`src/cs_access_pkg.sv`:
```
/*
  Shared constants for the control store access check block: address layout,
  memory identifiers, shape limits and register map.
  Assumes a single 200 MHz clock domain and a plain register port.
*/
package cs_access_pkg;
  // Address layout.
  localparam int ADDR_W   = 26;
  localparam int MID_W    = 4;
  localparam int BANK_W   = 2;
  localparam int OFS_W    = 20;
  localparam int VBA_W    = 6;
  localparam int INT_OFS_W = 11;
  localparam int ZBT_OFS_OLD_W = 19;
  // Memory identifiers.
  localparam logic [3:0] MID_ZBT      = 4'h1;
  localparam logic [3:0] MID_INTERNAL = 4'h2;
  localparam logic [3:0] MID_DRAM0    = 4'h8;
  localparam logic [3:0] MID_DRAM1    = 4'h9;
  localparam logic [3:0] MID_DRAM2    = 4'hA;
  localparam logic [3:0] MID_DRAM3    = 4'hB;
  localparam logic [3:0] MID_SHARED0  = 4'hC;
  localparam logic [1:0] BANK_WIDE    = 2'h0;
  localparam logic [1:0] BANK_NARROW  = 2'h1;
  // Shared DRAM byte address layout.
  localparam int BYTE_ADDR_W  = 27;
  localparam int BYTE_BANK_LO = 3;
  localparam int BYTE_OFS_LO  = 5;
  localparam int BYTE_OFS_HI  = 24;
  localparam int BYTE_MID_LO  = 25;
  // Shape limits.
  localparam int SHAPE_W      = 4;
  localparam int MAX_BITS     = 512;
  localparam int BITS_NARROW  = 36;
  localparam int BITS_WIDE    = 128;
  localparam int BITS_SINGLE  = 64;
  localparam logic [3:0] MAX_H_NARROW = 4'h8;
  localparam logic [3:0] MAX_H_WIDE   = 4'h4;
  // Register port.
  localparam int RADDR_W = 4;
  localparam int DATA_W  = 32;
  localparam int THREADS = 32;
  localparam int GROUP_W = 3;
  localparam logic [3:0] REG_CTRL    = 4'h0;
  localparam logic [3:0] REG_MIN     = 4'h1;
  localparam logic [3:0] REG_MAX     = 4'h2;
  localparam logic [3:0] REG_CLASS3  = 4'h3;
  localparam logic [3:0] REG_MASK3   = 4'h4;
  localparam logic [3:0] REG_BOUNDS  = 4'h5;
  localparam logic [3:0] REG_STEPSET = 4'h6;
  localparam int CTRL_DOUBLE = 0;
  localparam int CTRL_RDCHK  = 1;
  localparam int CTRL_WRCHK  = 2;
  localparam int CTRL_ZBTNEW = 3;
  localparam int FLAG_RANGE   = 1;
  localparam int FLAG_ILLEGAL = 2;
  localparam logic [31:0] CTRL_RST = 32'h0000_0008;

  typedef enum logic [1:0] {
    ST_IDLE = 2'b00,
    ST_RUN  = 2'b01,
    ST_DONE = 2'b10
  } walk_t;
endpackage

```
`src/cs_access_check.sv`:
```
/*
  Control store access check: decodes a search engine reference, checks the
  memory identifier and object shape, expands it into single location
  accesses and raises illegal and range flags.
  Assumes the memory side grants each location with MEM_GNT and that other
  requesters are arbitrated outside this block.
*/
`timescale 1ns/1ps
module cs_access_check
  import cs_access_pkg::*;
(
  input  wire logic                   MCLK,
  input  wire logic                   RSTN,
  input  wire logic                   REQ_VALID,
  input  wire logic [ADDR_W-1:0]      REQ_ADDR,
  input  wire logic [SHAPE_W-1:0]     REQ_HEIGHT,
  input  wire logic [SHAPE_W-1:0]     REQ_WIDTH,
  input  wire logic                   REQ_WRITE,
  input  wire logic [GROUP_W-1:0]     REQ_GROUP,
  input  wire logic                   MEM_GNT,
  input  wire logic                   BUS_VALID,
  input  wire logic [BYTE_ADDR_W-1:0] BUS_ADDR,
  input  wire logic [RADDR_W-1:0]     REG_ADDR,
  input  wire logic [DATA_W-1:0]      REG_WDATA,
  input  wire logic                   REG_WR,
  input  wire logic                   REG_RD,
  output logic                        REQ_READY,
  output logic                        DONE,
  output logic                        FAILED_RESULT,
  output logic                        MEM_REQ,
  output logic [ADDR_W-1:0]           MEM_ADDR,
  output logic                        MEM_WRITE,
  output logic                        BUS_CS_VALID,
  output logic [ADDR_W-1:0]           BUS_CS_ADDR,
  output logic [THREADS-1:0]          SINGLE_STEP,
  output logic                        IRQ_CLASS3,
  output logic [DATA_W-1:0]           REG_RDATA
);

  //////////////////////////////////////////////////////////////////////////
  // Registers and request state.
  logic [DATA_W-1:0]   ctrl_ff, min_ff, max_ff, mask_ff, step_ff;
  logic [2:0]          class3_ff;
  logic [GROUP_W:0]    bounds_ff;
  walk_t               st_ff;
  logic [ADDR_W-1:0]   base_ff;
  logic [SHAPE_W-1:0]  hgt_ff, wid_ff, hcnt_ff, wcnt_ff;
  logic                wr_ff;

  // Offset alignment mask for a given height: 1,2,4,4,8,8,8,8.
  // Only the low three offset bits matter, because no legal height needs a
  // boundary coarser than eight locations. Heights of nine and above fall
  // into the default arm and are refused later by the per-memory height limit.
  function automatic logic [2:0] align_mask(input logic [SHAPE_W-1:0] h);
    case (h)
      4'h1:    align_mask = 3'h0;
      4'h2:    align_mask = 3'h1;
      4'h3,
      4'h4:    align_mask = 3'h3;
      default: align_mask = 3'h7;
    endcase
  endfunction

  // True when a control store address falls within the programmed limits.
  // The limits are full words and the address is zero-extended, so a limit
  // programmed above the 26-bit space still compares the way software expects.
  function automatic logic in_range(input logic [ADDR_W-1:0] a,
                                    input logic [DATA_W-1:0] lo,
                                    input logic [DATA_W-1:0] hi);
    in_range = ({6'h0, a} >= lo) && ({6'h0, a} <= hi);
  endfunction

  //////////////////////////////////////////////////////////////////////////
  // Request decode and legality check, done combinationally on the request.
  logic [MID_W-1:0]  mid;
  logic [BANK_W-1:0] bank;
  logic [OFS_W-1:0]  ofs;
  logic [VBA_W-1:0]  last_vba;
  logic [9:0]        loc_bits;
  // The shape product is kept wide: a ten-bit product wraps at 1024 bits and
  // would let an oversized object through the size limit.
  logic [14:0]       obj_bits;
  logic              legal;
  logic              dbl;

  assign mid  = REQ_ADDR[ADDR_W-1 -: MID_W];
  assign bank = REQ_ADDR[OFS_W +: BANK_W];
  assign ofs  = REQ_ADDR[OFS_W-1:0];
  assign dbl  = ctrl_ff[CTRL_DOUBLE];
  // The last virtual bank an object touches decides whether it crosses into a
  // neighbouring memory. The sum wraps past identifier 1111 on purpose, so such
  // an object lands on the null identifier and is refused.
  assign last_vba = REQ_ADDR[ADDR_W-1 -: VBA_W] + {2'h0, REQ_WIDTH} - 6'h1;
  assign obj_bits = 15'(loc_bits) * 15'(REQ_HEIGHT) * 15'(REQ_WIDTH);

  // Identifier, shape, alignment and crossing checks per memory.
  // Everything is judged on the offered request, so the verdict is ready at
  // the accept edge and a refused command never reaches the memory side.
  // A zero height or width is treated as an illegal shape.
  always_comb begin
    legal    = 1'b0;
    loc_bits = 10'(BITS_SINGLE);
    if (REQ_HEIGHT != 4'h0 && REQ_WIDTH != 4'h0 &&
        (ofs[2:0] & align_mask(REQ_HEIGHT)) == 3'h0) begin
      case (mid)
        MID_INTERNAL: begin
          if (bank == BANK_WIDE) begin
            loc_bits = 10'(BITS_WIDE);
            legal = REQ_HEIGHT <= MAX_H_WIDE && REQ_WIDTH == 4'h1 &&
                    ofs[OFS_W-1:INT_OFS_W] == '0;
          end else if (bank == BANK_NARROW) begin
            loc_bits = 10'(BITS_NARROW);
            legal = REQ_HEIGHT <= MAX_H_NARROW && REQ_WIDTH == 4'h1 &&
                    ofs[OFS_W-1:INT_OFS_W] == '0;
          end
        end
        MID_ZBT: begin
          loc_bits = 10'(BITS_NARROW);
          legal = bank == 2'h0 && REQ_HEIGHT <= MAX_H_NARROW &&
                  REQ_WIDTH == 4'h1 &&
                  (ctrl_ff[CTRL_ZBTNEW] || !ofs[ZBT_OFS_OLD_W]);
        end
        MID_DRAM0: begin
          loc_bits = dbl ? 10'(BITS_WIDE) : 10'(BITS_SINGLE);
          if (dbl)
            legal = last_vba[VBA_W-1 -: MID_W] == MID_DRAM0;
          else
            legal = last_vba[VBA_W-1 -: MID_W] == MID_DRAM0 ||
                    last_vba[VBA_W-1 -: MID_W] == MID_DRAM1;
        end
        MID_DRAM1:
          legal = last_vba[VBA_W-1 -: MID_W] == MID_DRAM1 ||
                  last_vba[VBA_W-1 -: MID_W] == MID_DRAM2;
        MID_DRAM2:
          legal = last_vba[VBA_W-1 -: MID_W] == MID_DRAM2;
        MID_DRAM3:
          legal = last_vba[VBA_W-1 -: MID_W] == MID_DRAM3;
        4'hC, 4'hD, 4'hE, 4'hF:
          legal = last_vba[VBA_W-1 -: MID_W] == mid;
        default: legal = 1'b0;
      endcase
      // DRAM height limit is eight single-wide, four double-wide.
      if (mid[3] && REQ_HEIGHT > ((mid == MID_DRAM0 && dbl) ? MAX_H_WIDE
                                                           : MAX_H_NARROW))
        legal = 1'b0;
      if (obj_bits > 15'(MAX_BITS))
        legal = 1'b0;
    end
  end

  //////////////////////////////////////////////////////////////////////////
  // Object walk: one command, many locations, height first.
  // Only one command is in flight; a new request waits in REQ_VALID until the
  // walk has returned to idle.
  logic accept;
  logic last_loc;
  assign accept   = REQ_VALID && st_ff == ST_IDLE;
  assign last_loc = hcnt_ff == hgt_ff - 4'h1 && wcnt_ff == wid_ff - 4'h1;

  // Sequencer state; the memory grant paces it so others are not blocked.
  // A stalled grant simply holds the walk, the store arbiter is free to serve
  // other requesters meanwhile, and the thread only sees the final done pulse.
  always_ff @(posedge MCLK or negedge RSTN) begin
    if (!RSTN) begin
      st_ff   <= ST_IDLE;
      base_ff <= '0;
      hgt_ff  <= '0;
      wid_ff  <= '0;
      hcnt_ff <= '0;
      wcnt_ff <= '0;
      wr_ff   <= 1'b0;
    end else begin
      case (st_ff)
        ST_IDLE: if (accept) begin
          base_ff <= REQ_ADDR;
          hgt_ff  <= REQ_HEIGHT;
          wid_ff  <= REQ_WIDTH;
          wr_ff   <= REQ_WRITE;
          hcnt_ff <= '0;
          wcnt_ff <= '0;
          st_ff   <= legal ? ST_RUN : ST_DONE;
        end
        ST_RUN: if (MEM_GNT) begin
          if (last_loc)
            st_ff <= ST_DONE;
          else if (hcnt_ff == hgt_ff - 4'h1) begin
            hcnt_ff <= '0;
            wcnt_ff <= wcnt_ff + 4'h1;
          end else
            hcnt_ff <= hcnt_ff + 4'h1;
        end
        ST_DONE: st_ff <= ST_IDLE;
        default: st_ff <= ST_IDLE;
      endcase
    end
  end

  // Location address: bank steps by virtual bank, offset by height count.
  // Software keeps offsets from carrying into the bank bits, so the offset sum
  // is cut to twenty bits rather than rippling upward.
  logic [ADDR_W-1:0] loc_addr;
  assign loc_addr = {6'(base_ff[ADDR_W-1:OFS_W] + {2'h0, wcnt_ff}),
                     20'(base_ff[OFS_W-1:0] + {16'h0, hcnt_ff})};

  // Memory side outputs, registered.
  // MEM_ADDR is loaded one step ahead: on a grant it already moves to the next
  // location, so the request that follows carries the right address with no
  // gap cycle between locations.
  always_ff @(posedge MCLK or negedge RSTN) begin
    if (!RSTN) begin
      MEM_REQ   <= 1'b0;
      MEM_ADDR  <= '0;
      MEM_WRITE <= 1'b0;
    end else begin
      MEM_REQ   <= st_ff == ST_RUN && !(MEM_GNT && last_loc);
      MEM_ADDR  <= (MEM_GNT && !last_loc && st_ff == ST_RUN) ?
                   ((hcnt_ff == hgt_ff - 4'h1) ?
                    {6'(base_ff[ADDR_W-1:OFS_W] + {2'h0, wcnt_ff} + 6'h1),
                     base_ff[OFS_W-1:0]} :
                    {loc_addr[ADDR_W-1:OFS_W], 20'(loc_addr[OFS_W-1:0] + 20'h1)}) :
                   (accept ? REQ_ADDR : MEM_ADDR);
      MEM_WRITE <= accept ? REQ_WRITE : MEM_WRITE;
    end
  end

  // Command handshake: ready when idle, done with pass or failed result.
  // REQ_READY drops in the cycle after a request is offered and stays low until the walk is done,
  // so a request still held one cycle past its accept edge is never taken a second time.
  always_ff @(posedge MCLK or negedge RSTN) begin
    if (!RSTN) begin
      REQ_READY     <= 1'b1;
      DONE          <= 1'b0;
      FAILED_RESULT <= 1'b0;
    end else begin
      REQ_READY     <= st_ff == ST_IDLE ? !REQ_VALID : st_ff == ST_DONE;
      DONE          <= (accept && !legal) || (st_ff == ST_RUN && MEM_GNT && last_loc);
      FAILED_RESULT <= accept && !legal;
    end
  end

  //////////////////////////////////////////////////////////////////////////
  // Shared DRAM translation for the processor bus: 8-byte units.
  // Byte bits 4:3 pick the bank, so consecutive 8-byte units rotate over the
  // four banks and the flat byte view matches the engine's view. Only the top
  // two identifier bits are fixed, since the shared group owns 1100 to 1111.
  always_ff @(posedge MCLK or negedge RSTN) begin
    if (!RSTN) begin
      BUS_CS_VALID <= 1'b0;
      BUS_CS_ADDR  <= '0;
    end else begin
      BUS_CS_VALID <= BUS_VALID;
      BUS_CS_ADDR  <= {2'b11, BUS_ADDR[BYTE_ADDR_W-1:BYTE_MID_LO],
                       BUS_ADDR[BYTE_OFS_LO-1:BYTE_BANK_LO],
                       BUS_ADDR[BYTE_OFS_HI:BYTE_OFS_LO]};
    end
  end

  //////////////////////////////////////////////////////////////////////////
  // Range check on engine requests only; bus path never reaches it.
  // Only the base address is compared, which keeps the check to one cycle at
  // the cost of missing a hit that lies inside a multi-location object.
  logic range_hit;
  assign range_hit = accept &&
                     ((REQ_WRITE && ctrl_ff[CTRL_WRCHK]) ||
                      (!REQ_WRITE && ctrl_ff[CTRL_RDCHK])) &&
                     in_range(REQ_ADDR, min_ff, max_ff);
  logic illegal_hit;
  assign illegal_hit = accept && !legal;

  // Class 3 flags; a set in the same cycle as a clear wins.
  // Bit 0 has no source in this block and always reads back as zero.
  always_ff @(posedge MCLK or negedge RSTN) begin
    if (!RSTN) begin
      class3_ff <= '0;
    end else begin
      for (int i = 0; i < 3; i++)
        if (REG_WR && REG_ADDR == REG_CLASS3 && REG_WDATA[i])
          class3_ff[i] <= 1'b0;
      if (range_hit)
        class3_ff[FLAG_RANGE] <= 1'b1;
      if (illegal_hit)
        class3_ff[FLAG_ILLEGAL] <= 1'b1;
    end
  end

  // Offending group, valid bit on top; latest range exception wins.
  always_ff @(posedge MCLK or negedge RSTN) begin
    if (!RSTN)
      bounds_ff <= '0;
    else if (range_hit)
      bounds_ff <= {1'b1, REQ_GROUP};
    else if (REG_WR && REG_ADDR == REG_BOUNDS)
      bounds_ff <= '0;
  end

  // Exception line and single-step forcing.
  // Single-step follows the flags, not the mask, so debugging works even while
  // the interrupt itself is masked off.
  always_ff @(posedge MCLK or negedge RSTN) begin
    if (!RSTN) begin
      IRQ_CLASS3  <= 1'b0;
      SINGLE_STEP <= '0;
    end else begin
      IRQ_CLASS3  <= |(class3_ff & mask_ff[2:0]);
      SINGLE_STEP <= (|class3_ff[FLAG_ILLEGAL:FLAG_RANGE]) ? step_ff : '0;
    end
  end

  //////////////////////////////////////////////////////////////////////////
  // Register writes.
  always_ff @(posedge MCLK or negedge RSTN) begin
    if (!RSTN) begin
      ctrl_ff <= CTRL_RST;
      min_ff  <= '0;
      max_ff  <= '0;
      mask_ff <= '0;
      step_ff <= '0;
    end else if (REG_WR) begin
      case (REG_ADDR)
        REG_CTRL:    ctrl_ff <= REG_WDATA;
        REG_MIN:     min_ff  <= REG_WDATA;
        REG_MAX:     max_ff  <= REG_WDATA;
        REG_MASK3:   mask_ff <= REG_WDATA;
        REG_STEPSET: step_ff <= REG_WDATA;
        default: ;
      endcase
    end
  end

  // Register reads, data in the following cycle; unmapped reads zero.
  // The read data return to zero outside the read slot, so an idle bus never
  // shows stale register contents.
  always_ff @(posedge MCLK or negedge RSTN) begin
    if (!RSTN)
      REG_RDATA <= '0;
    else if (REG_RD) begin
      case (REG_ADDR)
        REG_CTRL:    REG_RDATA <= {28'h0, ctrl_ff[3:0]};
        REG_MIN:     REG_RDATA <= min_ff;
        REG_MAX:     REG_RDATA <= max_ff;
        REG_CLASS3:  REG_RDATA <= {29'h0, class3_ff};
        REG_MASK3:   REG_RDATA <= {29'h0, mask_ff[2:0]};
        REG_BOUNDS:  REG_RDATA <= {28'h0, bounds_ff};
        REG_STEPSET: REG_RDATA <= step_ff;
        default:     REG_RDATA <= '0;
      endcase
    end else
      REG_RDATA <= '0;
  end

endmodule

```
`config.mk`:
```
export PLATFORM = sky130hd
export DESIGN_NAME = cs_access_check
export DESIGN_NICKNAME = d
export VERILOG_FILES = /design/src/cs_access_pkg.sv /design/src/cs_access_check.sv
export SDC_FILE = /design/constraint.sdc
export NUM_CORES = 1
export LEC_CHECK = 0
export ABC_AREA = 1
export BUFFER_PORTS_ARGS = -buffer_cell sky130_fd_sc_hd__buf_4
export CELL_PAD_IN_SITES_DETAIL_PLACEMENT = 1
export CELL_PAD_IN_SITES_GLOBAL_PLACEMENT = 2
export CORE_MARGIN = 2
export CORE_UTILIZATION = 25
export CTS_CLUSTER_SIZE = 14
export DETAILED_ROUTE_END_ITERATION = 7
export HOLD_SLACK_MARGIN = 0.03
export PLACE_DENSITY_LB_ADDON = 0.1
export SLEW_MARGIN = 20
export SYNTH_ARGS = -nofsm -noshare
export SYNTH_HDL_FRONTEND = slang
export SYNTH_SLANG_ARGS = --single-unit
```
`constraint.sdc`:
```
create_clock -name MCLK -period 14.8 [get_ports MCLK]
set_input_delay 2.96 -clock MCLK [delete_from_list [all_inputs] [get_ports MCLK]]
set_output_delay 2.96 -clock MCLK [all_outputs]
set_load 0.01 [all_outputs]
```
# After elaboration in Yosys (flattened, before gate mapping)
# Index checks and enable logic that the tools add are counted.
# totals
reg_bits,275
mem_count,0
latch_bits,0
rom_bits,0
wordCells,187
output_inout_bits,123
mem_bits_rw,0
# op_classes
n_bitwise,2
n_addsub,10
n_shift,0
reduce_logical,65
mul,2
div_mod_pow,0
n_mux,41
eq_ne,36
n_lt_le_gt_ge,6
# ops
operator,n
$pmux 32 s7,1
$mux 26,3
$mux 32,2
$eq 4x4->1 const B,12
$mux 4,10
$ge 26x32->1,1
$le 26x32->1,1
$logic_and 1x1->1,29
$pmux 8 s3,1
$add 20x1->20 const B,1
$add 20x4->20,1
$eq 4x2->1 const B,5
$eq 4x1->1 const B,4
$eq 4x3->1 const B,4
$mux 8,2
$pmux 4 s2,2
$gt 15x10->1 const B,1
$mul 14x4->15,1
$mul 10x4->14,1
$add 6x4->6,2
$eq 4x4->1,3
$reduce_and 2->1,6
$mux 1,11
$mux 10,1
other kinds (31),57

# Depth between registers and ports, before layout
# depth
ltp_word,15
mapped_depth,36

# Worst setup path before layout
# No wires, ideal clock.
# synth_timing
path_kind,input port to flip-flop
from,input port REQ_ADDR[24]
to,register class3_ff[2]
t_required_ps,14676
arrival_time_ps,7921
setup_time_ps,124
path_slack_ps,6755
cell_stages,33
cell_sequence,inv_1 -> ha_1 -> inv_1 -> nor3_1 -> inv_1 -> nor2_1 -> o221ai_1 -> nand2_1 -> inv_1 -> fa_1 -> ha_1 -> ha_1 -> a31oi_1 -> xor2_1 -> nor2_1 -> fa_1 -> inv_1 -> fa_1 -> inv_1 -> ha_1 -> nand2_1 -> inv_1 -> a21oi_1 -> nand2_1 -> a21o_1 -> nand2_1 -> nand2_1 -> inv_1 -> nand2_1 -> nand2_1 -> nand3_2 -> nand2_2 -> nand2_1
# synth_between
elab_chain_cells,12
word_cells_on_any_way,38
classes_between,add/sub (2); mul (2); order compare (2); eq/ne (15); mux (9); reduce/logical (8)
# synth_rtl
item,line,rtl
"start, declared",cs_access_check.sv:15,"input wire logic [ADDR_W-1:0] REQ_ADDR,"
branches (longest 7 deep; another with $mul 14x4->15),-,
$mux 1 *,cs_access_check.sv:146,if (obj_bits > 15'(MAX_BITS))
$mux 1 *,cs_access_check.sv:103,if (REQ_HEIGHT != 4'h0 && REQ_WIDTH != 4'h0 &&
$logic_not 1->1 *,cs_access_check.sv:268,assign illegal_hit = accept && !legal;
$logic_and 1x1->1 *,cs_access_check.sv:268,
$mux 1 or $reduce_bool 2->1 (tied branches),-,
"end signal, assigned",cs_access_check.sv:274,class3_ff <= '0;
"end signal, assigned by index",cs_access_check.sv:280,class3_ff[FLAG_RANGE] <= 1'b1;
"end signal, assigned by index",cs_access_check.sv:282,class3_ff[FLAG_ILLEGAL] <= 1'b1;
"end, declared",cs_access_check.sv:43,logic [2:0] class3_ff;
# Every way passes the cells marked *.
# A chain may end at the register's enable or synchronous reset.

# Final worst setup path
# Ends and elaborated chain as after synthesis.

==> flow_summary_export.csv <==
group,metric,value,unit
setup_path,startpoint_type,"primary input",
min_path,min_path_type,"reg -> reg",
place,io_buffers,227,
clock_network,clkLatencyLatePin,550,ps
yosys,synth.area.top_cells,"dfrtp_1 (45%), nand2_1 (11%), ha_1 (8.4%)",
global_routing,antenna_found_initial,2,
final_layout,final_core_util,31.5,%
yosys,synth-edff-count,0,
final_layout,syn_to_final_growth,24.4,%
timing,rsz0062_at_grt,"no",
floorplan,dieArea,63200,um^2
routing,viasPerCell,4.46,
yosys,ys_warn_count,0,
yosys,synthCells,1877,
final_layout,drive_gt1_share,15.7,%
power,vdd_drop_max,0.0000750,V
yosys,async_flop_share,100,%
routing,wl_per_cell,18.1,um
clock_network,clk_pin_slew,60,ps
final_layout,num-nets-final,2334,
setup_path,r2r-start,"ctrl_ff[0]",
clock_network,cts_buffer_depth,3,
clock_network,cts_tree,"done",
timing,period_share,57.9,%
power,p_per_area,124,nW/um^2
yosys,synth_nets,2111,
timing,worst_pin_slew,923,ps
timing,tns,0,ps
setup_path,critPathLaunch,"REQ_ADDR[24]",
routing,ant_nets,0,
timing,slew_headroom,38.5,%
routing,drc,0,
timing,slew_viol_final,0,
final_layout,seqCellArea,6880,um^2
yosys,ys_seq_area_share,45.0,%
setup_path,path_delay_family,"adder cells",
setup_path,worstSetupEndpointType,"flip-flop",
timing,min_period,8560,ps
clock_network,cts_made_buffers,36,
routing,dr.pass1.iters,4,
routing,drt_iter0_markers,470,
timing,fmax,117,MHz
global_routing,grt_pass1_vias,14160,
floorplan,start_util,25.3,%
setup_path,crit_top_cell,"nand2_1",
floorplan,io-pin-count,231,
setup_path,critical_path_class,"in -> reg",
timing,timing.clock.skew,30.7,ps
clock_network,ctsResizeCount,0,
yosys,synth.avg_cell_area,8.15,um^2
clock_network,cts_htree_levels,2,
final_layout,diodes,0,
setup_path,critPathMaxFanout,6,
place,dp_hpwl,38900,um
setup_path,required,15200,ps
final_layout,fill_cells,7166,
routing,vias,12970,
clock_network,root_buffer,"clkbuf_16",
clock_network,cts_sinks,275,
yosys,ys.flop_type,"dfrtp_1",
clock_network,holdBufCountCts,0,
global_routing,overflow,0,
global_routing,grt_start_max_net_pins,105,
clock_network,cts_setup_buffers,0,
floorplan,die_h,251,um
yosys,post-synth-top-area-cell,"dfrtp_1",
setup_path,crit_slowest_cell,"fa_1",
global_routing,grt_pass1_wl,82400,um
final_layout,final_common_cell,"nand2_1",
timing,hold_violations,0,
global_routing,grtUsageTotal,16.9,%
yosys,synth_cell_types,55,
final_layout,most-common-layout-cells,"nand2_1 (428), inv_1 (320), dfrtp_1 (273)",
yosys,syn_area,15300,um^2
timing,finalSetupViolCount,0,
routing,drt_wl_total,52600,um
power,power.leakage,10.2,nW
yosys,synth_top_area_share,44.6,%
setup_path,cp_slowest_stage_delay,520,ps
setup_path,worstPathArrival,8970,ps
floorplan,rows,90,
min_path,hold_path.startpoint,"st_ff[0]",
setup_path,cp.buffers_inverters,9,
floorplan,fp.coreArea,60500,um^2
floorplan,dieWidth,251,um
final_layout,multi_input_area,6960,um^2
place,place.gp.congestion,0.777,
flow_run,max_cap_viol_count,0,
yosys,ys_ff_latch,275,
run_status,status,"complete, no violations",
## flip-flops by register name (all words and copies together) (netlist names), 3 cells and up
signal and flops:
wcnt_ff 4, bounds_ff 4, SINGLE_STEP 32, REG_RDATA 32, base_ff 26, ctrl_ff 4, MEM_ADDR 26, hgt_ff 4
wid_ff 4, min_ff 32, BUS_CS_ADDR 25, mask_ff 3, step_ff 32, hcnt_ff 4, max_ff 32
## worst paths after layout
check	slack [ps]	depth (start not counted)	to
setup / recovery	6240	36	class3_ff[2]
hold / removal	420	1	REQ_READY
setup reg to reg	8970	30	class3_ff[2]
hold reg to reg	420	1	REQ_READY
max in group asynchronous	10060	3	SINGLE_STEP[24]
min in group asynchronous	2420	1	FAILED_RESULT
## layer usage
metal,routed length (um),global-route usage [%]
met4,948,3.67
met3,1630,2.61
met2,25200,29.1
met5,27,0
met1,24800,22.3
## power by group
part	internal (mW)	total (mW)	switching [mW]
logic	0.209	0.541	0.332
registers	0.854	0.919	0.0642
clock network	0.539	0.893	0.353
total	1.60	2.35	0.749
## cells by family (layout without fill, tap and decap cells)
family	after synthesis	after routing	share of synthesized area, %
other cells	1	1	0.0245
simple gates	721	721	19.9
fa+ha+maj	126	126	11.4
compound gates	339	339	11.9
xor+xnor	37	37	2.12
flops	275	275	45.0
buf+inv	378	628	9.65
## per-stage QoR
step | setup slack (ps) | hold slack, ps | power [mW] | cells | cell area (um^2)
floorplan | 6760 | 388 | 1.25 | 1877 | 15300
global placement | 5760 | 417 | 1.47 | 2844 | 17800
detailed placement | 5700 | 416 | 1.49 | 2844 | 17800
CTS | 6240 | 423 | 2.41 | 2909 | 19000
global route | 5690 | 457 | 2.52 | 2909 | 19000
finish | 6240 | 423 | 2.35 | 2909 | 19000
## synthesized netlist by cell type, types with 7 or more instances
| master | n |
|---|---|
| o21ai_0 | 210 |
| nand3_1 | 62 |
| xor2_1 | 26 |
| o22ai_1 | 33 |
| inv_1 | 320 |
| clkbuf_1 | 37 |
| nand3b_1 | 7 |
| nand2_1 | 433 |
| dfrtp_1 | 273 |
| xnor2_1 | 11 |
| fa_1 | 23 |
| nand4_1 | 22 |
| nor3_1 | 26 |
| buf_2 | 8 |
| ha_1 | 103 |
| a21oi_1 | 59 |
| nor2_1 | 144 |
## final cells by class
class | count | area share (%)
multi-input combinational | 1224 | 36.5
clock buffer | 52 | 5.64
tap | 782 | 5.14
inverter | 326 | 6.48
sequential | 275 | 36.1
clock inverter | 13 | 0.677
timing repair buffer | 237 | 9.38
## worst reg2reg max path: cells and delay by family (launching register included)
kind	cells	cell delay [ps]
adders and majority gates	6	2410
and+or+nand+nor	14	1300
AOI/OAI and AO/OA	4	920
DFF	1	360
buffers and inverters	5	340
xor gates and xnor gates	1	340
Power figures use the tool's default switching activity.
